**config.mk**
```make
export PLATFORM = sky130hd
export DESIGN_NAME = fpve_top
export DESIGN_NICKNAME = d
export VERILOG_FILES = /design/src/include/fpve_pkg.sv /design/src/verilog/fpve_top.sv /design/src/verilog/fpve_step_calc.sv /design/src/verilog/fpve_key_repeat.sv
export SDC_FILE = /design/constraint.sdc
export NUM_CORES = 1
export LEC_CHECK = 0
export BUFFER_PORTS_ARGS = -buffer_cell sky130_fd_sc_hd__buf_2
export CAP_MARGIN = 0
export CORE_MARGIN = 2
export CORE_UTILIZATION = 50
export CTS_CLUSTER_DIAMETER = 40
export DETAILED_ROUTE_END_ITERATION = 12
export PLACE_DENSITY = 0.77
export SYNTH_ARGS = -nofsm -noshare
export SYNTH_HDL_FRONTEND = slang
export SYNTH_SLANG_ARGS = --single-unit
```
**constraint.sdc**
```tcl
create_clock -name clock_i -period 9.99 [get_ports clock_i]
set_clock_uncertainty 0.15 [all_clocks]
set_input_delay 0.999 -clock clock_i [delete_from_list [all_inputs] [get_ports clock_i]]
set_output_delay 0.999 -clock clock_i [all_outputs]
set_load 0.005 [all_outputs]
```
**src/include/fpve_pkg.sv**
```systemverilog
package fpve_pkg;

  localparam int CLK_HZ = 100_000_000;
  localparam int CYC_PER_MS = CLK_HZ / 1000;

  // display: six digits, magnitude held as a binary count of lsd units
  localparam int MAG_W = 20;
  localparam int PTR_W = 3;
  localparam logic [PTR_W-1:0] PTR_MSD = 3'h5;
  localparam logic [PTR_W-1:0] PTR_LSD = 3'h0;
  localparam logic [MAG_W-1:0] LSD_STEP = 20'h00005;
  localparam logic [3:0] LSD_QUANT_MIN = 4'h5;
  localparam logic [3:0] LSD_QUANT_VAL = 4'h5;

  // times in their own unit, counts derived from the clock rate
  localparam int WINDOW_MS = 1000;
  localparam int WINDOW_CYC = WINDOW_MS * CYC_PER_MS;
  localparam int REP_DELAY_MS = 500;
  localparam int REP_DELAY_CYC = REP_DELAY_MS * CYC_PER_MS;
  localparam int REP_RATE_MS = 100;
  localparam int REP_RATE_CYC = REP_RATE_MS * CYC_PER_MS;
  localparam int FLASH_MS = 300;
  localparam int FLASH_CYC = FLASH_MS * CYC_PER_MS;
  localparam int BLINK_MS = 250;
  localparam int BLINK_CYC = BLINK_MS * CYC_PER_MS;
  localparam int CNT_W = 28;

  // held keys with auto-repeat
  localparam int NKEYS = 4;
  localparam int KEY_UP = 0;
  localparam int KEY_DOWN = 1;
  localparam int KEY_LEFT = 2;
  localparam int KEY_RIGHT = 3;

  // values after reset
  localparam logic [MAG_W-1:0] RST_LIMIT = 20'h30D3F;
  localparam logic [MAG_W-1:0] RST_MAG = 20'h00000;

  typedef enum logic [2:0] {
    FN_OHMS,
    FN_VOLTS,
    FN_EXT,
    FN_AMPS,
    FN_PASSIVE_AMPS,
    FN_CHARGE_FUNCTION,
    FN_PASSIVE_CHARGE_FUNCTION
  } fpve_func_t;

  typedef enum logic {MODE_ADJUST, MODE_KEYPAD} fpve_mode_t;
  typedef enum logic [1:0] {OUT_PARKED, OUT_LIVE, OUT_WINDOW} fpve_out_t;

  function automatic logic [MAG_W-1:0] fpve_pow10(input logic [PTR_W-1:0] p);
    case (p)
      3'h0: fpve_pow10 = 20'h00001;
      3'h1: fpve_pow10 = 20'h0000A;
      3'h2: fpve_pow10 = 20'h00064;
      3'h3: fpve_pow10 = 20'h003E8;
      3'h4: fpve_pow10 = 20'h02710;
      3'h5: fpve_pow10 = 20'h186A0;
      default: fpve_pow10 = 20'h00000;
    endcase
  endfunction : fpve_pow10

endpackage : fpve_pkg

```
**src/verilog/fpve_top.sv**
```systemverilog
`timescale 1ns/1ns
// What this block does
// - step-up or step-down adds or removes one unit of the pointed digit.
// - on the least significant digit each step is five units.
// - left pointer key moves toward msd, right key toward lsd.
// - held step and pointer keys auto-repeat their action.
// - a pointer key press briefly flashes a segment of the digit.
// - shifted visibility key toggles continuous flashing; function keys clear it.
// - sign key inverts polarity; stepping through zero flips polarity.
// - stepping saturates at range limits; range changes always allowed.
// - in step editing with output live, setpoint follows display at once.
// - no value editing in the resistance function.
// - first entry press enters keypad mode, lights led, pointer on msd.
// - digit on msd loads it and clears others; each digit above the lsd advances pointer.
// - lsd keyed 0 to 4 stores 0, 5 to 9 stores 5.
// - second entry press commits to setpoint; before that output unchanged.
// - shifted abort leaves keypad mode and restores the earlier value.
// - function key in keypad mode aborts and then selects that function.
// - range and sign keys work in keypad mode without leaving it.
// - output key toggles live and parked; parked drives zero or resistor.
// - in charge functions output stays live about one second per press.
// - null key toggles display to zero; zero sourced only when live.
// - any function key forces the output to parked.
module fpve_top
  import fpve_pkg::*;
#(
  parameter int WINDOW_CYCLES = WINDOW_CYC,
  parameter int REP_DELAY_CYCLES = REP_DELAY_CYC,
  parameter int REP_RATE_CYCLES = REP_RATE_CYC,
  parameter int FLASH_CYCLES = FLASH_CYC,
  parameter int BLINK_CYCLES = BLINK_CYC
) (
  input wire logic clock_i,
  input wire logic arst_n_i,
  input wire logic step_up_i,
  input wire logic step_down_i,
  input wire logic ptr_left_i,
  input wire logic ptr_right_i,
  input wire logic cursor_vis_key_i,
  input wire logic sign_key_i,
  input wire logic entry_key_i,
  input wire logic abort_key_i,
  input wire logic digit_key_i,
  input wire logic [3:0] digit_val_i,
  input wire logic func_key_i,
  input wire logic [2:0] func_sel_i,
  input wire logic range_key_i,
  input wire logic [MAG_W-1:0] range_limit_i,
  input wire logic output_key_i,
  input wire logic null_key_i,
  output logic [MAG_W-1:0] disp_mag_o,
  output logic disp_neg_o,
  output logic [MAG_W-1:0] set_mag_o,
  output logic set_neg_o,
  output logic [PTR_W-1:0] pointer_o,
  output logic seg_flash_o,
  output logic keypad_led_o,
  output logic parked_o,
  output logic hi_res_o,
  output logic zero_charge_o,
  output logic null_o,
  output logic [2:0] func_o
);

  localparam logic [CNT_W-1:0] WINDOW_LAST = CNT_W'(WINDOW_CYCLES - 1);
  localparam logic [CNT_W-1:0] FLASH_LAST = CNT_W'(FLASH_CYCLES - 1);
  localparam logic [CNT_W-1:0] BLINK_LAST = CNT_W'(BLINK_CYCLES - 1);

  logic [NKEYS-1:0] press;
  logic [MAG_W-1:0] step_mag;
  logic step_neg;

  // editing state
  fpve_mode_t mode_reg, mode_next;
  fpve_func_t func_reg, func_next;
  logic [MAG_W-1:0] mag_reg, mag_next;
  logic neg_reg, neg_next;
  logic [MAG_W-1:0] save_mag_reg, save_mag_next;
  logic save_neg_reg, save_neg_next;
  logic [MAG_W-1:0] setp_mag_reg, setp_mag_next;
  logic setp_neg_reg, setp_neg_next;
  logic [MAG_W-1:0] limit_reg, limit_next;
  logic [PTR_W-1:0] ptr_reg, ptr_next;
  logic null_reg, null_next;
  logic keypad_reg, keypad_next;

  // output state
  fpve_out_t out_reg, out_next;
  logic [CNT_W-1:0] win_cnt_reg, win_cnt_next;
  logic parked_reg, parked_next;

  // pointer indication
  logic cursor_on_reg, cursor_on_next;
  logic [CNT_W-1:0] flash_cnt_reg, flash_cnt_next;
  logic flash_act_reg, flash_act_next;
  logic [CNT_W-1:0] blink_cnt_reg, blink_cnt_next;
  logic blink_reg, blink_next;

  // registered outputs
  logic [MAG_W-1:0] disp_mag_reg, disp_mag_next;
  logic disp_neg_reg, disp_neg_next;
  logic [MAG_W-1:0] set_mag_reg, set_mag_next;
  logic set_neg_reg, set_neg_next;
  logic flash_out_reg, flash_out_next;
  logic hi_res_reg, hi_res_next;
  logic zero_q_reg, zero_q_next;

  logic edit_ok;
  logic is_charge;
  logic [3:0] keyed;

  fpve_key_repeat #(
    .DELAY_CYC(REP_DELAY_CYCLES),
    .RATE_CYC(REP_RATE_CYCLES)
  ) u_repeat (
    .clock_i(clock_i),
    .arst_n_i(arst_n_i),
    .keys_i({ptr_right_i, ptr_left_i, step_down_i, step_up_i}),
    .press_o(press)
  );

  fpve_step_calc u_step (
    .mag_i(mag_reg),
    .neg_i(neg_reg),
    .ptr_i(ptr_reg),
    .up_i(press[KEY_UP]),
    .limit_i(limit_reg),
    .mag_o(step_mag),
    .neg_o(step_neg)
  );

  // value editing
  always_comb begin
    mode_next = mode_reg;
    func_next = func_reg;
    mag_next = mag_reg;
    neg_next = neg_reg;
    save_mag_next = save_mag_reg;
    save_neg_next = save_neg_reg;
    setp_mag_next = setp_mag_reg;
    setp_neg_next = setp_neg_reg;
    limit_next = limit_reg;
    ptr_next = ptr_reg;
    null_next = null_reg;
    edit_ok = (func_reg != FN_OHMS);
    keyed = digit_val_i;
    if (ptr_reg == PTR_LSD) begin
      keyed = (digit_val_i >= LSD_QUANT_MIN) ? LSD_QUANT_VAL : 4'h0;
    end
    if (range_key_i) begin
      limit_next = range_limit_i;
      if (mag_reg > range_limit_i) begin
        mag_next = range_limit_i;
      end
    end
    if (null_key_i) begin
      null_next = !null_reg;
    end
    if (func_key_i) begin
      func_next = fpve_func_t'(func_sel_i);
      if (mode_reg == MODE_KEYPAD) begin
        mode_next = MODE_ADJUST;
        mag_next = save_mag_reg;
        neg_next = save_neg_reg;
      end
    end else if (mode_reg == MODE_KEYPAD && abort_key_i) begin
      mode_next = MODE_ADJUST;
      mag_next = save_mag_reg;
      neg_next = save_neg_reg;
    end else if (entry_key_i && edit_ok) begin
      if (mode_reg == MODE_ADJUST) begin
        mode_next = MODE_KEYPAD;
        save_mag_next = mag_reg;
        save_neg_next = neg_reg;
        ptr_next = PTR_MSD;
      end else begin
        mode_next = MODE_ADJUST;
        setp_mag_next = mag_reg;
        setp_neg_next = neg_reg;
      end
    end else if (mode_reg == MODE_KEYPAD && digit_key_i) begin
      if (ptr_reg == PTR_MSD) begin
        mag_next = MAG_W'(keyed * fpve_pow10(PTR_MSD));
      end else begin
        mag_next = MAG_W'(mag_reg + keyed * fpve_pow10(ptr_reg));
      end
      if (mag_next > limit_next) begin
        mag_next = limit_next;
      end
      if (ptr_reg != PTR_LSD) begin
        ptr_next = ptr_reg - 1'b1;
      end
    end else if (sign_key_i && edit_ok) begin
      neg_next = !neg_reg;
    end else if (mode_reg == MODE_ADJUST && edit_ok &&
                 (press[KEY_UP] || press[KEY_DOWN])) begin
      mag_next = step_mag;
      neg_next = step_neg;
    end else if (press[KEY_LEFT] && ptr_reg != PTR_MSD) begin
      ptr_next = ptr_reg + 1'b1;
    end else if (press[KEY_RIGHT] && ptr_reg != PTR_LSD) begin
      ptr_next = ptr_reg - 1'b1;
    end
    if (mode_next == MODE_ADJUST && mode_reg == MODE_ADJUST) begin
      setp_mag_next = mag_next;
      setp_neg_next = neg_next;
    end
    keypad_next = (mode_next == MODE_KEYPAD);
  end

  always_ff @(posedge clock_i or negedge arst_n_i) begin
    if (!arst_n_i) begin
      mode_reg <= MODE_ADJUST;
      func_reg <= FN_VOLTS;
      mag_reg <= RST_MAG;
      neg_reg <= 1'b0;
      save_mag_reg <= RST_MAG;
      save_neg_reg <= 1'b0;
      setp_mag_reg <= RST_MAG;
      setp_neg_reg <= 1'b0;
      limit_reg <= RST_LIMIT;
      ptr_reg <= PTR_LSD;
      null_reg <= 1'b0;
      keypad_reg <= 1'b0;
    end else begin
      mode_reg <= mode_next;
      func_reg <= func_next;
      mag_reg <= mag_next;
      neg_reg <= neg_next;
      save_mag_reg <= save_mag_next;
      save_neg_reg <= save_neg_next;
      setp_mag_reg <= setp_mag_next;
      setp_neg_reg <= setp_neg_next;
      limit_reg <= limit_next;
      ptr_reg <= ptr_next;
      null_reg <= null_next;
      keypad_reg <= keypad_next;
    end
  end

  // output live, parked and charge window
  always_comb begin
    out_next = out_reg;
    win_cnt_next = win_cnt_reg;
    is_charge = (func_reg == FN_CHARGE_FUNCTION) ||
                (func_reg == FN_PASSIVE_CHARGE_FUNCTION);
    case (out_reg)
      OUT_PARKED: begin
        if (output_key_i) begin
          win_cnt_next = '0;
          out_next = is_charge ? OUT_WINDOW : OUT_LIVE;
        end
      end
      OUT_LIVE: begin
        if (output_key_i) begin
          out_next = OUT_PARKED;
        end
      end
      OUT_WINDOW: begin
        // repeated output key while the window runs is ignored
        if (win_cnt_reg == WINDOW_LAST) begin
          out_next = OUT_PARKED;
        end else begin
          win_cnt_next = win_cnt_reg + 1'b1;
        end
      end
      default: out_next = OUT_PARKED;
    endcase
    if (func_key_i) begin
      out_next = OUT_PARKED;
    end
    parked_next = (out_next == OUT_PARKED);
  end

  always_ff @(posedge clock_i or negedge arst_n_i) begin
    if (!arst_n_i) begin
      out_reg <= OUT_PARKED;
      parked_reg <= 1'b1;
      win_cnt_reg <= '0;
    end else begin
      out_reg <= out_next;
      parked_reg <= parked_next;
      win_cnt_reg <= win_cnt_next;
    end
  end

  // pointer flashing
  always_comb begin
    cursor_on_next = cursor_on_reg;
    flash_cnt_next = flash_cnt_reg;
    flash_act_next = flash_act_reg;
    blink_next = blink_reg;
    blink_cnt_next = blink_cnt_reg + 1'b1;
    if (blink_cnt_reg == BLINK_LAST) begin
      blink_cnt_next = '0;
      blink_next = !blink_reg;
    end
    if (cursor_vis_key_i) begin
      cursor_on_next = !cursor_on_reg;
    end
    if (func_key_i) begin
      cursor_on_next = 1'b0;
    end
    if (press[KEY_LEFT] || press[KEY_RIGHT]) begin
      flash_act_next = 1'b1;
      flash_cnt_next = '0;
    end else if (flash_act_reg) begin
      if (flash_cnt_reg == FLASH_LAST) begin
        flash_act_next = 1'b0;
      end else begin
        flash_cnt_next = flash_cnt_reg + 1'b1;
      end
    end
  end

  always_ff @(posedge clock_i or negedge arst_n_i) begin
    if (!arst_n_i) begin
      cursor_on_reg <= 1'b0;
      flash_cnt_reg <= '0;
      flash_act_reg <= 1'b0;
      blink_cnt_reg <= '0;
      blink_reg <= 1'b0;
    end else begin
      cursor_on_reg <= cursor_on_next;
      flash_cnt_reg <= flash_cnt_next;
      flash_act_reg <= flash_act_next;
      blink_cnt_reg <= blink_cnt_next;
      blink_reg <= blink_next;
    end
  end

  // registered outputs, one cycle behind state
  always_comb begin
    disp_mag_next = null_reg ? RST_MAG : mag_reg;
    disp_neg_next = null_reg ? 1'b0 : neg_reg;
    set_mag_next = null_reg ? RST_MAG : setp_mag_reg;
    set_neg_next = null_reg ? 1'b0 : setp_neg_reg;
    flash_out_next = blink_reg & (flash_act_reg | cursor_on_reg |
                     (mode_reg == MODE_KEYPAD));
    hi_res_next = (out_reg == OUT_PARKED) && !is_charge;
    zero_q_next = (out_reg == OUT_PARKED) && is_charge;
  end

  always_ff @(posedge clock_i or negedge arst_n_i) begin
    if (!arst_n_i) begin
      disp_mag_reg <= RST_MAG;
      disp_neg_reg <= 1'b0;
      set_mag_reg <= RST_MAG;
      set_neg_reg <= 1'b0;
      flash_out_reg <= 1'b0;
      hi_res_reg <= 1'b0;
      zero_q_reg <= 1'b0;
    end else begin
      disp_mag_reg <= disp_mag_next;
      disp_neg_reg <= disp_neg_next;
      set_mag_reg <= set_mag_next;
      set_neg_reg <= set_neg_next;
      flash_out_reg <= flash_out_next;
      hi_res_reg <= hi_res_next;
      zero_q_reg <= zero_q_next;
    end
  end

  assign disp_mag_o = disp_mag_reg;
  assign disp_neg_o = disp_neg_reg;
  assign set_mag_o = set_mag_reg;
  assign set_neg_o = set_neg_reg;
  assign pointer_o = ptr_reg;
  assign seg_flash_o = flash_out_reg;
  assign keypad_led_o = keypad_reg;
  assign parked_o = parked_reg;
  assign hi_res_o = hi_res_reg;
  assign zero_charge_o = zero_q_reg;
  assign null_o = null_reg;
  assign func_o = func_reg;

endmodule : fpve_top

```
**src/verilog/fpve_step_calc.sv**
```systemverilog
`timescale 1ns/1ns
module fpve_step_calc
  import fpve_pkg::*;
(
  input wire logic [MAG_W-1:0] mag_i,
  input wire logic neg_i,
  input wire logic [PTR_W-1:0] ptr_i,
  input wire logic up_i,
  input wire logic [MAG_W-1:0] limit_i,
  output logic [MAG_W-1:0] mag_o,
  output logic neg_o
);

  logic [MAG_W-1:0] unit;
  logic signed [MAG_W+1:0] cur;
  logic signed [MAG_W+1:0] nxt;
  logic [MAG_W+1:0] absn;

  always_comb begin
    unit = (ptr_i == PTR_LSD) ? LSD_STEP : fpve_pow10(ptr_i);
    cur = neg_i ? -$signed({2'b00, mag_i}) : $signed({2'b00, mag_i});
    nxt = up_i ? cur + $signed({2'b00, unit}) : cur - $signed({2'b00, unit});
    absn = (nxt < 0) ? (MAG_W+2)'(-nxt) : (MAG_W+2)'(nxt);
    neg_o = (nxt < 0);
    if (absn > {2'b00, limit_i}) begin
      mag_o = limit_i;
    end else begin
      mag_o = absn[MAG_W-1:0];
    end
  end

endmodule : fpve_step_calc

```
**src/verilog/fpve_key_repeat.sv**
```systemverilog
`timescale 1ns/1ns
module fpve_key_repeat
  import fpve_pkg::*;
#(
  parameter int DELAY_CYC = REP_DELAY_CYC,
  parameter int RATE_CYC = REP_RATE_CYC
) (
  input wire logic clock_i,
  input wire logic arst_n_i,
  input wire logic [NKEYS-1:0] keys_i,
  output logic [NKEYS-1:0] press_o
);

  localparam logic [CNT_W-1:0] DELAY_LAST = CNT_W'(DELAY_CYC - 1);
  localparam logic [CNT_W-1:0] RATE_LAST = CNT_W'(RATE_CYC - 1);

  genvar k;
  generate
    for (k = 0; k < NKEYS; k++) begin : g_key
      logic [CNT_W-1:0] cnt_reg, cnt_next;
      logic held_reg, held_next;
      logic rep_reg, rep_next;
      logic press_reg, press_next;

      always_comb begin
        cnt_next = cnt_reg;
        held_next = held_reg;
        rep_next = rep_reg;
        press_next = 1'b0;
        if (!keys_i[k]) begin
          cnt_next = '0;
          held_next = 1'b0;
          rep_next = 1'b0;
        end else if (!held_reg) begin
          held_next = 1'b1;
          press_next = 1'b1;
        end else if (cnt_reg == (rep_reg ? RATE_LAST : DELAY_LAST)) begin
          cnt_next = '0;
          rep_next = 1'b1;
          press_next = 1'b1;
        end else begin
          cnt_next = cnt_reg + 1'b1;
        end
      end

      always_ff @(posedge clock_i or negedge arst_n_i) begin
        if (!arst_n_i) begin
          cnt_reg <= '0;
          held_reg <= 1'b0;
          rep_reg <= 1'b0;
          press_reg <= 1'b0;
        end else begin
          cnt_reg <= cnt_next;
          held_reg <= held_next;
          rep_reg <= rep_next;
          press_reg <= press_next;
        end
      end

      assign press_o[k] = press_reg;
    end
  endgenerate

endmodule : fpve_key_repeat

```
==> Yosys cells after proc, flatten, opt, wreduce, memory -nomap -nowiden <==
Index checks and enable logic that the tools add are counted.
{ "totals": {"output_inout_bits": 54, "in_bits": 42, "elab_cells": 269, "reg_bits": 350} }
{ "op_classes": {"multipliers": 2, "order_cmp": 5, "n_reduce_logical": 40, "eq_ne": 34, "bitwise": 7, "n_mux": 125, "addsub": 14} }
{ "op_table": {"columns": ["op", "n"], "rows": [
  ["20-bit 2-to-1 mux", 29],
  ["28-bit 2-to-1 mux", 18],
  ["28-bit by 1-bit adder with 28-bit output (second input constant)", 7],
  ["28-bit == test", 4],
  ["26-bit 2-to-1 mux", 4],
  ["17-bit case mux with 5 select lines", 1],
  ["14-bit case mux with 5 select lines", 1],
  ["22-bit 2-to-1 mux", 3],
  ["28-bit by 25-bit == test with 1-bit output (second input constant)", 2],
  ["28-bit case mux with 2 select lines", 1],
  ["1-bit 2-to-1 mux", 51],
  ["20-bit > comparator", 2],
  ["28-bit by 27-bit == test with 1-bit output (second input constant)", 1],
  ["3-bit 2-to-1 mux", 9],
  ["22-bit by 21-bit adder with 22-bit output", 1],
  ["22-bit by 20-bit > comparator with 1-bit output", 1],
  ["22-bit by 1-bit less-than comparator with 1-bit output (second input constant)", 1],
  ["20-bit negator with 22-bit output", 1],
  ["22-bit negator", 1],
  ["22-bit by 21-bit subtractor with 22-bit output", 1],
  ["20-bit adder", 1],
  ["4-bit by 20-bit multiplier with 20-bit output", 1],
  ["2-bit by 1-bit != test with 1-bit output (second input constant)", 10],
  ["17-bit 2-to-1 mux", 1],
  ["30 further kinds", 75]
]} }

==> Longest topological paths before layout <==
Gate-level depths: netlist of run 1.
{ "depth": {"depth_word": 21, "ltp_mapped": 38} }

==> Modules after synthesis <==
A second synthesis of run 1 with hierarchy kept.
{ "unflattened": {"hier_cells": 2735, "area_unflattened_um2": 24342.1} }
{ "modules_own_cells": {"columns": ["module", "n_inst", "cells_per_inst", "area_per_inst_um2"], "rows": [
  ["fpve_top", 1, 1589, 14511.4],
  ["fpve_key_repeat", 1, 682, 6520.0],
  ["fpve_step_calc", 1, 464, 3310.7]
]} }

==> Worst setup path before layout of run 1 <==
No wires, ideal clock.
{ "synth_path": {"path_type": "register -> register", "from": "register ptr_reg[0] (netlist: pointer_o[0])", "to": "register setp_mag_reg[18]", "stages_incl_launch_ff": 35, "slack_ns": 1.821, "arrival_ns": 7.901, "setup_time_ns": 0.118, "required_time_ns": 9.722, "n_path_buf": 2, "synth_period_minus_slack_ns": 8.169, "cell_sequence": "dfrtp_1 inv_1 ha_1 nand2_1 clkbuf_1 nor3_1 o22ai_1 inv_1 a21oi_1 inv_1 fa_1 inv_1 fa_1 fa_1 ha_1 and3_1 and2_1 nor4_1 a21oi_1 o21ai_0 nand2b_1 a21oi_1 xor2_1 o21ai_0 ha_1 a21o_1 a21o_1 a211oi_1 o221ai_1 o22ai_1 clkbuf_1 mux2_2 a21oi_1 o31ai_2 a21o_1"} }
{ "synth_between": {"elab_chain_len": 21} }
{ "synth_lines": {"columns": ["element", "line_no", "text"], "rows": [
  ["from (decl)", "fpve_top.sv:83", "logic [PTR_W-1:0] ptr_reg, ptr_next;"],
  ["from (signal assigned)", "fpve_top.sv:235", "ptr_reg <= ptr_next;"],
  ["3-bit == test, or another cell as far along", "fpve_pkg.sv:53", "case (p)"],
  ["14-bit case mux with 5 select lines", "fpve_pkg.sv:53", null],
  ["20-bit 2-to-1 mux", "fpve_top.sv:182", "if (ptr_reg == PTR_MSD) begin"],
  ["20-bit 2-to-1 mux", "fpve_top.sv:181", "end else if (mode_reg == MODE_KEYPAD && digit_key_i) begin"],
  ["20-bit 2-to-1 mux", "fpve_top.sv:170", "end else if (entry_key_i && edit_ok) begin"],
  ["20-bit 2-to-1 mux", "fpve_top.sv:166", "end else if (mode_reg == MODE_KEYPAD && abort_key_i) begin"],
  ["20-bit 2-to-1 mux", "fpve_top.sv:159", "if (func_key_i) begin"],
  ["4-bit by 20-bit multiplier with 20-bit output", "fpve_top.sv:185", "mag_next = MAG_W'(mag_reg + keyed * fpve_pow10(ptr_reg));"],
  ["[... 5 more ...]", null, null],
  ["20-bit 2-to-1 mux", "fpve_top.sv:159", null],
  ["20-bit > comparator", "fpve_top.sv:187", "if (mag_next > limit_next) begin"],
  ["20-bit 2-to-1 mux", "fpve_top.sv:187", null],
  ["20-bit 2-to-1 mux (*)", "fpve_top.sv:181", null],
  ["20-bit 2-to-1 mux (*)", "fpve_top.sv:170", null],
  ["20-bit 2-to-1 mux (*)", "fpve_top.sv:166", null],
  ["20-bit 2-to-1 mux (*)", "fpve_top.sv:159", null],
  ["20-bit 2-to-1 mux (*)", "fpve_top.sv:204", "if (mode_next == MODE_ADJUST && mode_reg == MODE_ADJUST) begin"],
  ["to (signal assigned)", "fpve_top.sv:232", "setp_mag_reg <= setp_mag_next;"],
  ["to (decl)", "fpve_top.sv:80", "logic [MAG_W-1:0] setp_mag_reg, setp_mag_next;"]
]} }
Mark *: on every way between the ends. The rest lies on a longest branch, timed or not. The select of a mux whose other input is x is not followed.
A chain may end at the register's enable or synchronous reset.

==> Final worst setup path of run 1 <==
{ "layout_path": {"from": "register ptr_reg[0] (netlist: pointer_o[0])", "to": "register setp_mag_reg[19]"} }
The elaborated chain is that of the path after synthesis.

==> reports/summary.log, run 1 <==
INFO  routing        drc_errors=0
INFO  worst_setup_path reg2reg_depth=30
INFO  routing        dr_total_vias=21,900
INFO  layout         largest_register_ff_count=112
INFO  layout         layout_commonest_cell=sky130_fd_sc_hd__dfrtp_1
INFO  grt            maximum_number_of_pins_on_one_net_before_global_route_repair=113
INFO  die            design.die.area=50,100um2
INFO  run            maxCapViolCount=0
INFO  die            die_height=224um
INFO  die            core_area=47,700um2
INFO  clock_tree     htree_levels=2
INFO  layout         final_cell_mix=337 x sky130_fd_sc_hd__dfrtp_1, 305 x sky130_fd_sc_hd__nand2_1, 273 x sky130_fd_sc_hd__nor2_1, 223 x sky130_fd_sc_hd__o21ai_0, 147 x sky130_fd_sc_hd__inv_1
INFO  routing        finalWirelength=74,200um
INFO  routing        detail_route.first_pass.iterations=5
INFO  sta            timing_max_transition_violations_final=0
INFO  worst_setup_path worst_setup_path_start_kind=register
INFO  layout         final-instance-count-excl-fill=3,524
INFO  worst_setup_path timing.critical_path.arrival=9.72ns
INFO  grt            overflow=0
INFO  sta            tns_setup=0ns
INFO  die            num_io_pins=96
INFO  routing        drt_first_iter_violations=1,870
INFO  placed_design  hpwl=54,900um
INFO  worst_setup_path critical_path_required=10.35ns
INFO  sta            post-route-period-util=93.7%
INFO  grt            grt_pass1_wl=117,000um
INFO  worst_setup_path terminus_of_the_critical_flop_to_flop_path=setp_mag_reg[19]$_DFFE_PN0P_
INFO  synthesis      synth_enable_flop_cells=0
INFO  clock_tree     cts.repair.resized=0
INFO  clock_tree     numCtsBuffers=50
INFO  sta            timing_worst_slew_pin_value=1.20ns
INFO  layout         share_of_cells_above_drive_strength_1=10.3%
INFO  worst_setup_path cp_max_fo=11
INFO  synthesis      post_synth.cell_area_avg=8.63um2
INFO  routing        number_of_nets_with_antenna_violations_after_detailed_routing=0
INFO  synthesis      seq_area_frac_synth=36.3%
INFO  placed_design  detailed_place.area=25,200um2
INFO  sta            slew_headroom=19.8%
INFO  die            die_w=224um
INFO  worst_setup_path cp_slowest_stage_delay=0.77ns
INFO  clock_tree     cts_hold_buf=0
INFO  worst_hold_path min-delay-path-class=in -> async
INFO  clock_tree     clockRootBuffer=sky130_fd_sc_hd__clkbuf_16
INFO  grt            grt_pass1_vias=21,000
INFO  clock_tree     tritoncts=done
INFO  worst_setup_path crit_path_end_kind=register
INFO  worst_setup_path timing_worst_setup_path_type=reg -> reg
INFO  worst_setup_path timing.rr.start=pointer_o[0]$_DFFE_PN0P_
INFO  worst_setup_path r2r_setup_slack=0.63ns
INFO  layout         final_cell_area=26,900um2
INFO  sta            rsz_0062_raised_after_global_routing=no
INFO  synthesis      synthCells=2,800
INFO  outcome        status=completed
INFO  sta            setup-violations-final=0
INFO  synthesis      synth_nets=3,018
INFO  synthesis      synthesis.yosys.warnings=0
INFO  synthesis      synthArstFlopShare=100%
INFO  layout         design.final.nets=3,084
INFO  layout         area_delta_synth_final=11.4%
INFO  clock_tree     clk_pin_slew_worst_paths=0.06ns
INFO  clock_tree     post-cts-setup-buffers=0
INFO  sta            timing.final.crit_period=9.36ns
INFO  grt            grt_antenna_before_repair=11
INFO  clock_tree     cts_buffer_depth=3
INFO  placed_design  dp.cells=3,429
INFO  clock_tree     clock_insertion_delay_worst_skew=0.59ns
INFO  synthesis      synth.cell_area=24,200um2
INFO  synthesis      ys_seq_elements=350
INFO  die            initial_core_util=50.6%
INFO  die            row_count=80
INFO  placed_design  routabilityCongestion=1.02
INFO  sta            fmax=107MHz
INFO  synthesis      synth_top_flop_cell=sky130_fd_sc_hd__dfrtp_1
INFO  synthesis      synth_cell_types=95
INFO  routing        routed_wl_per_cell=21.1um
INFO  worst_setup_path crit_slowest_cell=sky130_fd_sc_hd__o22ai_1
INFO  grt            grtUsageTotal=29.6%
INFO  sta            timing.final.hold_violations=0
INFO  routing        viasPerCell=6.21
INFO  placed_design  numPortBuffers=95
INFO  clock_tree     cts_sinks=350
[metrics by stage]
stage / worst slack, ns / utilization [%] / hold WS [ns]
after global placement: 0.988 / 52.9 / 0.304
after detailed placement: 0.821 / 52.9 / 0.310
final: 0.633 / 56.4 / 0.310
after global routing: 0.152 / 56.4 / 0.372
after CTS: 0.794 / 56.4 / 0.331
after floorplan: 1.82 / - / 0.292
[critical path: cells and delay by family, from the launching register on]
kind | cells | cell delay, ns
compound gates | 14 | 4.30
buf+inv | 3 | 0.50
mux | 1 | 0.36
simple gates | 5 | 1.04
xor+xnor | 1 | 0.09
flops | 1 | 0.42
fa+ha+maj | 6 | 2.38
[metal layers]
layer | global-route usage (%) | up-vias | wire length (um)
met1 | 38.7 | 10600 | 30600
met2 | 46.5 | 889 | 33100
met3 | 6.40 | 235 | 6250
met5 | 0 | - | 68
li1 | - | 10100 | -
met4 | 15.2 | 12 | 4160
[Yosys cell counts (13+ instances only)]
library cell	number	area [um2]
sky130_fd_sc_hd__a211oi_1	13	97.6
sky130_fd_sc_hd__a21o_1	41	308
sky130_fd_sc_hd__a21oi_1	137	686
sky130_fd_sc_hd__a31oi_1	33	206
sky130_fd_sc_hd__and2_1	26	163
sky130_fd_sc_hd__and3_1	80	500
sky130_fd_sc_hd__clkbuf_1	112	420
sky130_fd_sc_hd__dfrtp_1	337	8430
sky130_fd_sc_hd__dfstp_2	13	342
sky130_fd_sc_hd__fa_1	34	681
sky130_fd_sc_hd__ha_1	142	1780
sky130_fd_sc_hd__inv_1	147	552
sky130_fd_sc_hd__mux2_2	24	270
sky130_fd_sc_hd__mux2i_1	37	370
sky130_fd_sc_hd__nand2_1	305	1140
sky130_fd_sc_hd__nand2b_1	18	113
sky130_fd_sc_hd__nand3_1	114	571
sky130_fd_sc_hd__nand4_1	59	369
sky130_fd_sc_hd__nor2_1	274	1030
sky130_fd_sc_hd__nor2b_1	64	400
sky130_fd_sc_hd__nor3_1	52	260
sky130_fd_sc_hd__nor4_1	23	144
sky130_fd_sc_hd__nor4b_1	13	114
sky130_fd_sc_hd__o211ai_1	20	150
sky130_fd_sc_hd__o21a_1	17	128
sky130_fd_sc_hd__o21ai_0	225	1130
sky130_fd_sc_hd__o31ai_1	53	398
sky130_fd_sc_hd__o41ai_1	17	149
sky130_fd_sc_hd__or3_1	22	138
sky130_fd_sc_hd__xnor2_1	86	753
sky130_fd_sc_hd__xor2_1	94	823
[worst max path at each step]
| stage | startpoint | end |
|---|---|---|
| 3_3_place_gp | digit_val_i[1] | setp_mag_reg[19]$_DFFE_PN0P_ |
| 4_1_cts | pointer_o[0]$_DFFE_PN0P_ | setp_mag_reg[19]$_DFFE_PN0P_ |
| 5_1_grt | pointer_o[0]$_DFFE_PN0P_ | setp_mag_reg[9]$_DFFE_PN0P_ |
| 6_report | pointer_o[0]$_DFFE_PN0P_ | setp_mag_reg[19]$_DFFE_PN0P_ |
| 2_1_floorplan | pointer_o[0]$_DFFE_PN0P_ | setp_mag_reg[18]$_DFFE_PN0P_ |
| 3_5_place_dp | digit_val_i[1] | setp_mag_reg[19]$_DFFE_PN0P_ |
[cell families after synthesis]
kind of cell	synth area share, %
flops	36.3
mux	2.79
simple gates	22.3
compound gates	17.5
other cells	0.0311
fa+ha+maj	10.2
buf+inv	4.36
xor+xnor	6.59
[layout make-up]
cell class	instances	area, um2
Antenna cell	3	7.51
Clock buffer	59	1290
Clock inverter	33	369
Fill cell	4247	20800
Inverter	148	556
Multi-Input combinational cell	2181	14400
Sequential cell	350	8770
Tap cell	615	769
Timing Repair Buffer	135	786
Power of run 1 is left out: the tool's default activity adds up to more than one toggle a clock period on the data nets, which glitch-free logic cannot reach.
==> run 2, diff against run 1 <==
Settings changed: CELL_PAD_IN_SITES_DETAIL_PLACEMENT set to 1, CELL_PAD_IN_SITES_GLOBAL_PLACEMENT set to 2, CORE_UTILIZATION 50 to 39, PLACE_DENSITY 0.77 to 0.9.
==> run 2 against run 1 <==
Net effect:
- flip-flop and latch count did not move
- final area rose by 3.0%
- register-to-register slack improved by 0.25 ns
- routed wire length rose by 14%
- sequential share of layout area fell by 0.95 points
- critical path depth rose by 5
- count of clock-buffer cells in the layout rose by 11
- die area rose by 28%
- maximum frequency rose by 2.7%
- setup slack improved by 0.25 ns
- hold slack got worse by 0.0058 ns
==> reports/summary.log, run 2 (synthesis gave the netlist of run 1 again) <==
INFO  placed_design  hpwl=62,900um
INFO  clock_tree     numCtsBuffers=61
INFO  placed_design  detailed_place.area=25,500um2
INFO  clock_tree     cts_hold_buf=0
INFO  placed_design  numPortBuffers=95
INFO  layout         final_cell_mix=337 x sky130_fd_sc_hd__dfrtp_1, 305 x sky130_fd_sc_hd__nand2_1, 273 x sky130_fd_sc_hd__nor2_1, 224 x sky130_fd_sc_hd__o21ai_0, 147 x sky130_fd_sc_hd__inv_1
INFO  clock_tree     clock_insertion_delay_worst_skew=0.64ns
INFO  die            die_w=253um
INFO  worst_setup_path timing.critical_path.arrival=9.45ns
INFO  layout         area_delta_synth_final=14.8%
INFO  worst_setup_path reg2reg_depth=35
INFO  worst_setup_path timing_worst_setup_path_type=reg -> reg
INFO  grt            grt_pass1_vias=23,200
INFO  worst_setup_path worst_path_most_repeated_cell=sky130_fd_sc_hd__inv_1
INFO  clock_tree     htree_levels=2
INFO  worst_setup_path r2r_setup_slack=0.88ns
INFO  layout         final_cell_area=27,700um2
INFO  die            row_count=91
INFO  routing        drt_first_iter_violations=1,621
INFO  worst_setup_path critical_path_required=10.33ns
INFO  die            core_area=61,500um2
INFO  routing        number_of_nets_with_antenna_violations_after_detailed_routing=0
INFO  sta            rsz_0062_raised_after_global_routing=no
INFO  routing        detail_route.first_pass.iterations=5
INFO  worst_setup_path terminus_of_the_critical_flop_to_flop_path=setp_mag_reg[9]$_DFFE_PN0P_
INFO  run            maxCapViolCount=0
INFO  placed_design  dp.cells=3,606
INFO  die            die_height=253um
INFO  sta            setup-violations-final=0
INFO  worst_setup_path worstSetupStartpoint=pointer_o[0]$_DFFE_PN0P_
INFO  grt            maximum_number_of_pins_on_one_net_before_global_route_repair=108
INFO  placed_design  routabilityCongestion=1.02
INFO  grt            grtUsageTotal=26.5%
INFO  worst_setup_path timing.rr.start=pointer_o[0]$_DFFE_PN0P_
INFO  routing        dr_total_vias=22,100
INFO  sta            slew_headroom=17.0%
INFO  clock_tree     clk_pin_slew_worst_paths=0.06ns
INFO  sta            post-route-period-util=91.2%
INFO  sta            timing_worst_slew_pin_value=1.24ns
INFO  routing        viasPerCell=5.93
INFO  clock_tree     cts.repair.resized=0
INFO  worst_setup_path cp_slowest_stage_delay=0.54ns
INFO  die            initial_core_util=39.3%
INFO  grt            grt_antenna_before_repair=10
INFO  layout         largest_register_ff_count=112
INFO  worst_setup_path worst_setup_path_start_kind=register
INFO  worst_setup_path crit_slowest_cell=sky130_fd_sc_hd__fa_1
INFO  die            design.die.area=64,000um2
INFO  clock_tree     cts_buffer_depth=3
INFO  sta            finalHoldWorstSlack=0.304ns
INFO  grt            overflow=0
INFO  outcome        status=completed
INFO  routing        finalWirelength=84,900um
INFO  worst_setup_path crit_path_end_kind=register
INFO  worst_setup_path endpoint=setp_mag_reg[9]$_DFFE_PN0P_
INFO  sta            timing_max_transition_violations_final=0
INFO  sta            fmax=110MHz
INFO  layout         final-instance-count-excl-fill=3,723
INFO  grt            grt_pass1_wl=134,000um
INFO  sta            timing.final.hold_violations=0
INFO  die            num_io_pins=96
INFO  clock_tree     cts_sinks=350
INFO  clock_tree     clockRootBuffer=sky130_fd_sc_hd__clkbuf_16
INFO  layout         design.final.nets=3,097
INFO  clock_tree     post-cts-setup-buffers=0
INFO  routing        drc_errors=0
INFO  layout         layout_commonest_cell=sky130_fd_sc_hd__dfrtp_1
INFO  routing        routed_wl_per_cell=22.8um
INFO  sta            timing.final.crit_period=9.11ns
INFO  worst_setup_path cp_max_fo=26
INFO  worst_hold_path min-delay-path-class=in -> async
INFO  layout         share_of_cells_above_drive_strength_1=11.3%
INFO  sta            tns_setup=0ns
INFO  clock_tree     tritoncts=done
-- run 2: cell types whose count changed in the layout (fill, tap and decap cells not counted), sizes merged --
| cell | before | now |
|---|---|---|
| clkbuf | 59 | 70 |
| buf | 135 | 137 |
| diode | 3 | 2 |
| clkinv | 16 | 20 |
| bufinv | 3 | 9 |
| clkinvlp | 5 | 7 |
-- run 2: stage by stage --
stage | util [%] | worst slack [ns]
finish | 45.1 | 0.879
global placement | 41.5 | 1.21
floorplan | - | 1.82
CTS | 45.1 | 0.705
global route | 45.1 | 0.156
detailed placement | 41.5 | 0.797
-- run 2: worst min-delay path by stage --
| stage | start | to | slack, ns |
|---|---|---|---|
| detailed placement | blink_reg$_DFFE_PN0N_ | blink_reg$_DFFE_PN0N_ | 0.32 |
| global route | blink_reg$_DFFE_PN0N_ | blink_reg$_DFFE_PN0N_ | 0.35 |
| global placement | setp_neg_reg$_DFFE_PN0P_ | setp_neg_reg$_DFFE_PN0P_ | 0.31 |
| CTS | arst_n_i | set_mag_o[6]$_DFF_PN0_ | 0.31 |
| floorplan | blink_reg$_DFFE_PN0N_ | blink_reg$_DFFE_PN0N_ | 0.29 |
| finish | arst_n_i | blink_cnt_reg[17]$_DFF_PN0_ | 0.30 |
-- run 2: critical path: cells and delay by family (launching register included) --
| kind | cells | cell delay [ns] |
|---|---|---|
| compound gates | 16 | 3.27 |
| fa+ha+maj | 6 | 2.47 |
| buf+inv | 5 | 0.87 |
| xor+xnor | 1 | 0.17 |
| flops | 1 | 0.43 |
| simple gates | 6 | 1.29 |
| mux | 1 | 0.32 |
-- run 2: area by class of cell --
class | count | area, um2
flip-flops and latches | 350 | 8770
inverters | 148 | 556
clock inverters | 45 | 594
multi-input cells | 2181 | 14400
clock buffers | 70 | 1630
fillers | 7149 | 33800
well taps | 790 | 988
repair buffers | 137 | 801
diodes | 2 | 5.00
-- run 2: metal layers --
| layer | up-vias | part of all wire [%] | global-route usage, % |
|---|---|---|---|
| met1 | 11200 | 43 | 33.9 |
| met4 | 10 | 4.6 | 11.5 |
| met5 | - | 0.082 | 0 |
| met3 | 188 | 5.4 | 3.74 |
| met2 | 594 | 47 | 44.7 |
| li1 | 10100 | - | - |
Power of run 2 is left out for the same reason.
==> run 3, diff against run 2 <==
Settings changed: CORE_ASPECT_RATIO set to 0.8, CORE_UTILIZATION 39 to 43, PLACE_DENSITY 0.9 to 0.89.
Clock period 9.99 ns to 11.5 ns, I/O delays scaled along.
==> run 3 against run 2 <==
Net effect:
- cell count decreased by 1.6%
- die area decreased by 9.1%
- setup slack improved by 0.60 ns
- hold slack got worse by 0.020 ns
- register-to-register slack improved by 0.60 ns
- global-route usage is 2.7 points higher
- routed wire length shrank 0.71%
- non-clock buffer count fell by 4
- critical path depth shrank 2
- first-iteration DRC count fell by 4.1%
- via count fell by 0.71%
- core utilization is 4.3 points higher
- critical path type unchanged
==> reports/summary.log, run 3 (synthesis gave the netlist of run 1 again) <==
INFO  worst_setup_path worst_path_most_repeated_cell=sky130_fd_sc_hd__inv_1
INFO  placed_design  routabilityCongestion=1.03
INFO  worst_setup_path timing.critical_path.arrival=10.37ns
INFO  worst_hold_path min-delay-path-class=in -> async
INFO  layout         layout_commonest_cell=sky130_fd_sc_hd__dfrtp_1
INFO  routing        drc_errors=0
INFO  grt            grt_antenna_before_repair=8
INFO  worst_setup_path crit_path_end_kind=register
INFO  die            die_w=269um
INFO  layout         largest_register_ff_count=112
INFO  grt            maximum_number_of_pins_on_one_net_before_global_route_repair=77
INFO  clock_tree     htree_levels=2
INFO  sta            fmax=99.8MHz
INFO  placed_design  numPortBuffers=95
INFO  layout         final_cell_mix=336 x sky130_fd_sc_hd__dfrtp_1, 305 x sky130_fd_sc_hd__nand2_1, 273 x sky130_fd_sc_hd__nor2_1, 224 x sky130_fd_sc_hd__o21ai_0, 147 x sky130_fd_sc_hd__inv_1
INFO  outcome        status=completed
INFO  sta            setup-violations-final=0
INFO  sta            timing_worst_slew_pin_value=1.25ns
INFO  clock_tree     cts.repair.resized=0
INFO  sta            slew_headroom=15.7%
INFO  clock_tree     cts_buffer_depth=3
INFO  worst_setup_path cp_slowest_stage_delay=0.91ns
INFO  layout         area_delta_synth_final=13.3%
INFO  worst_setup_path r2r_setup_slack=1.48ns
INFO  placed_design  place_ws=1.68ns
INFO  placed_design  hpwl=62,900um
INFO  routing        viasPerCell=5.98
INFO  run            maxCapViolCount=0
INFO  clock_tree     numCtsBuffers=54
INFO  die            core_area=55,400um2
INFO  grt            grt_pass1_vias=22,700
INFO  layout         design.final.nets=3,086
INFO  routing        drt_first_iter_violations=1,555
INFO  sta            rsz_0062_raised_after_global_routing=no
INFO  clock_tree     cts_sinks=350
INFO  die            row_count=77
INFO  sta            tns_setup=0ns
INFO  layout         share_of_cells_above_drive_strength_1=10.8%
INFO  routing        finalWirelength=84,300um
INFO  grt            grtUsageTotal=29.2%
INFO  worst_setup_path endpoint=setp_mag_reg[0]$_DFFE_PN0P_
INFO  clock_tree     tritoncts=done
INFO  worst_setup_path crit_slowest_cell=sky130_fd_sc_hd__o22ai_1
INFO  clock_tree     clockRootBuffer=sky130_fd_sc_hd__clkbuf_16
INFO  worst_setup_path reg2reg_depth=33
INFO  worst_setup_path critical_path_required=11.85ns
INFO  layout         utilization=49.4%
INFO  sta            post-route-period-util=87.1%
INFO  die            num_io_pins=96
INFO  clock_tree     post-cts-setup-buffers=0
INFO  routing        routed_wl_per_cell=23.0um
INFO  die            initial_core_util=43.6%
INFO  sta            final.setup.worst_slack=1.48ns
INFO  worst_setup_path worst_setup_path_start_kind=register
INFO  grt            grt_pass1_wl=132,000um
INFO  die            design.die.area=58,100um2
INFO  sta            timing.final.hold_violations=0
INFO  worst_setup_path terminus_of_the_critical_flop_to_flop_path=setp_mag_reg[0]$_DFFE_PN0P_
INFO  routing        dr_total_vias=21,900
INFO  routing        detail_route.first_pass.iterations=5
INFO  worst_setup_path worstSetupStartpoint=pointer_o[0]$_DFFE_PN0P_
INFO  worst_setup_path timing.rr.start=pointer_o[0]$_DFFE_PN0P_
INFO  sta            timing_max_transition_violations_final=0
INFO  routing        number_of_nets_with_antenna_violations_after_detailed_routing=0
INFO  clock_tree     clk_pin_slew_worst_paths=0.06ns
INFO  worst_setup_path timing_worst_setup_path_type=reg -> reg
INFO  sta            timing.final.crit_period=10.02ns
INFO  die            die_height=216um
INFO  grt            overflow=0
INFO  worst_setup_path cp_max_fo=22
INFO  clock_tree     cts_hold_buf=0
INFO  clock_tree     clock_insertion_delay_worst_skew=0.62ns
==> run 3: cell types whose count changed in the layout (fill, tap and decap cells not counted), moves of 2 or more <==
cell,delta
sky130_fd_sc_hd__clkinv_16,+2
sky130_fd_sc_hd__clkbuf_8,-2
sky130_fd_sc_hd__clkinv_2,-6
sky130_fd_sc_hd__buf_4,-4
sky130_fd_sc_hd__bufinv_16,-4
sky130_fd_sc_hd__inv_8,+5
sky130_fd_sc_hd__clkbuf_1,-2
sky130_fd_sc_hd__clkinv_4,-7
sky130_fd_sc_hd__clkbuf_16,-7
sky130_fd_sc_hd__diode_2,+2
sky130_fd_sc_hd__inv_6,+4
==> run 3: how the worst min path moves through the flow <==
stage / to / slack, ns
final: pointer_o[0]$_DFFE_PN0P_ / 0.28
after global routing: pointer_o[0]$_DFFE_PN0P_ / 0.36
after CTS: blink_cnt_reg[27]$_DFF_PN0_ / 0.34
after detailed placement: u_repeat.g_key[1].cnt_reg[27]$_DFFE_PN0P_ / 0.33
after global placement: blink_cnt_reg[27]$_DFF_PN0_ / 0.32
after floorplan: blink_reg$_DFFE_PN0N_ / 0.29
==> run 3: cell type report <==
type                    count  area, um2
flip-flops and latches    350       8780
well taps                 750        938
clock inverters            40        538
clock buffers              59       1420
repair buffers            133        771
fillers                  6533      28000
multi-input cells        2181      14400
diodes                      4       10.0
inverters                 148        556
==> run 3: worst max-delay path, delay by kind of cell (launching register included) <==
family	cells	cell delay, ns
compound gates	14	3.77
fa+ha+maj	6	2.78
buf+inv	5	0.90
flops	1	0.44
mux	1	0.23
simple gates	7	1.61
==> run 3: metrics by stage <==
stage          area [um2]  hold WS [ns]  instances
2_1_floorplan       24200         0.292       2800
3_3_place_gp        25400         0.316       3562
3_5_place_dp        25400         0.332       3562
4_1_cts             27400         0.342       3661
5_1_grt             27400         0.359       3663
6_report            27400         0.284       3665
==> run 3: routing by layer <==
layer  global-route usage (%)  part of all wire (%)  vias up  routed length, um
met2                     46.3                    46      618              38600
met5                     1.60                  0.16        -                138
met1                     40.6                    45    11100              37900
met4                     8.37                   2.7        4               2240
met3                     5.37                   6.4      131               5380
li1                         -                     -    10100                  -
Power of run 3 is left out for the same reason.
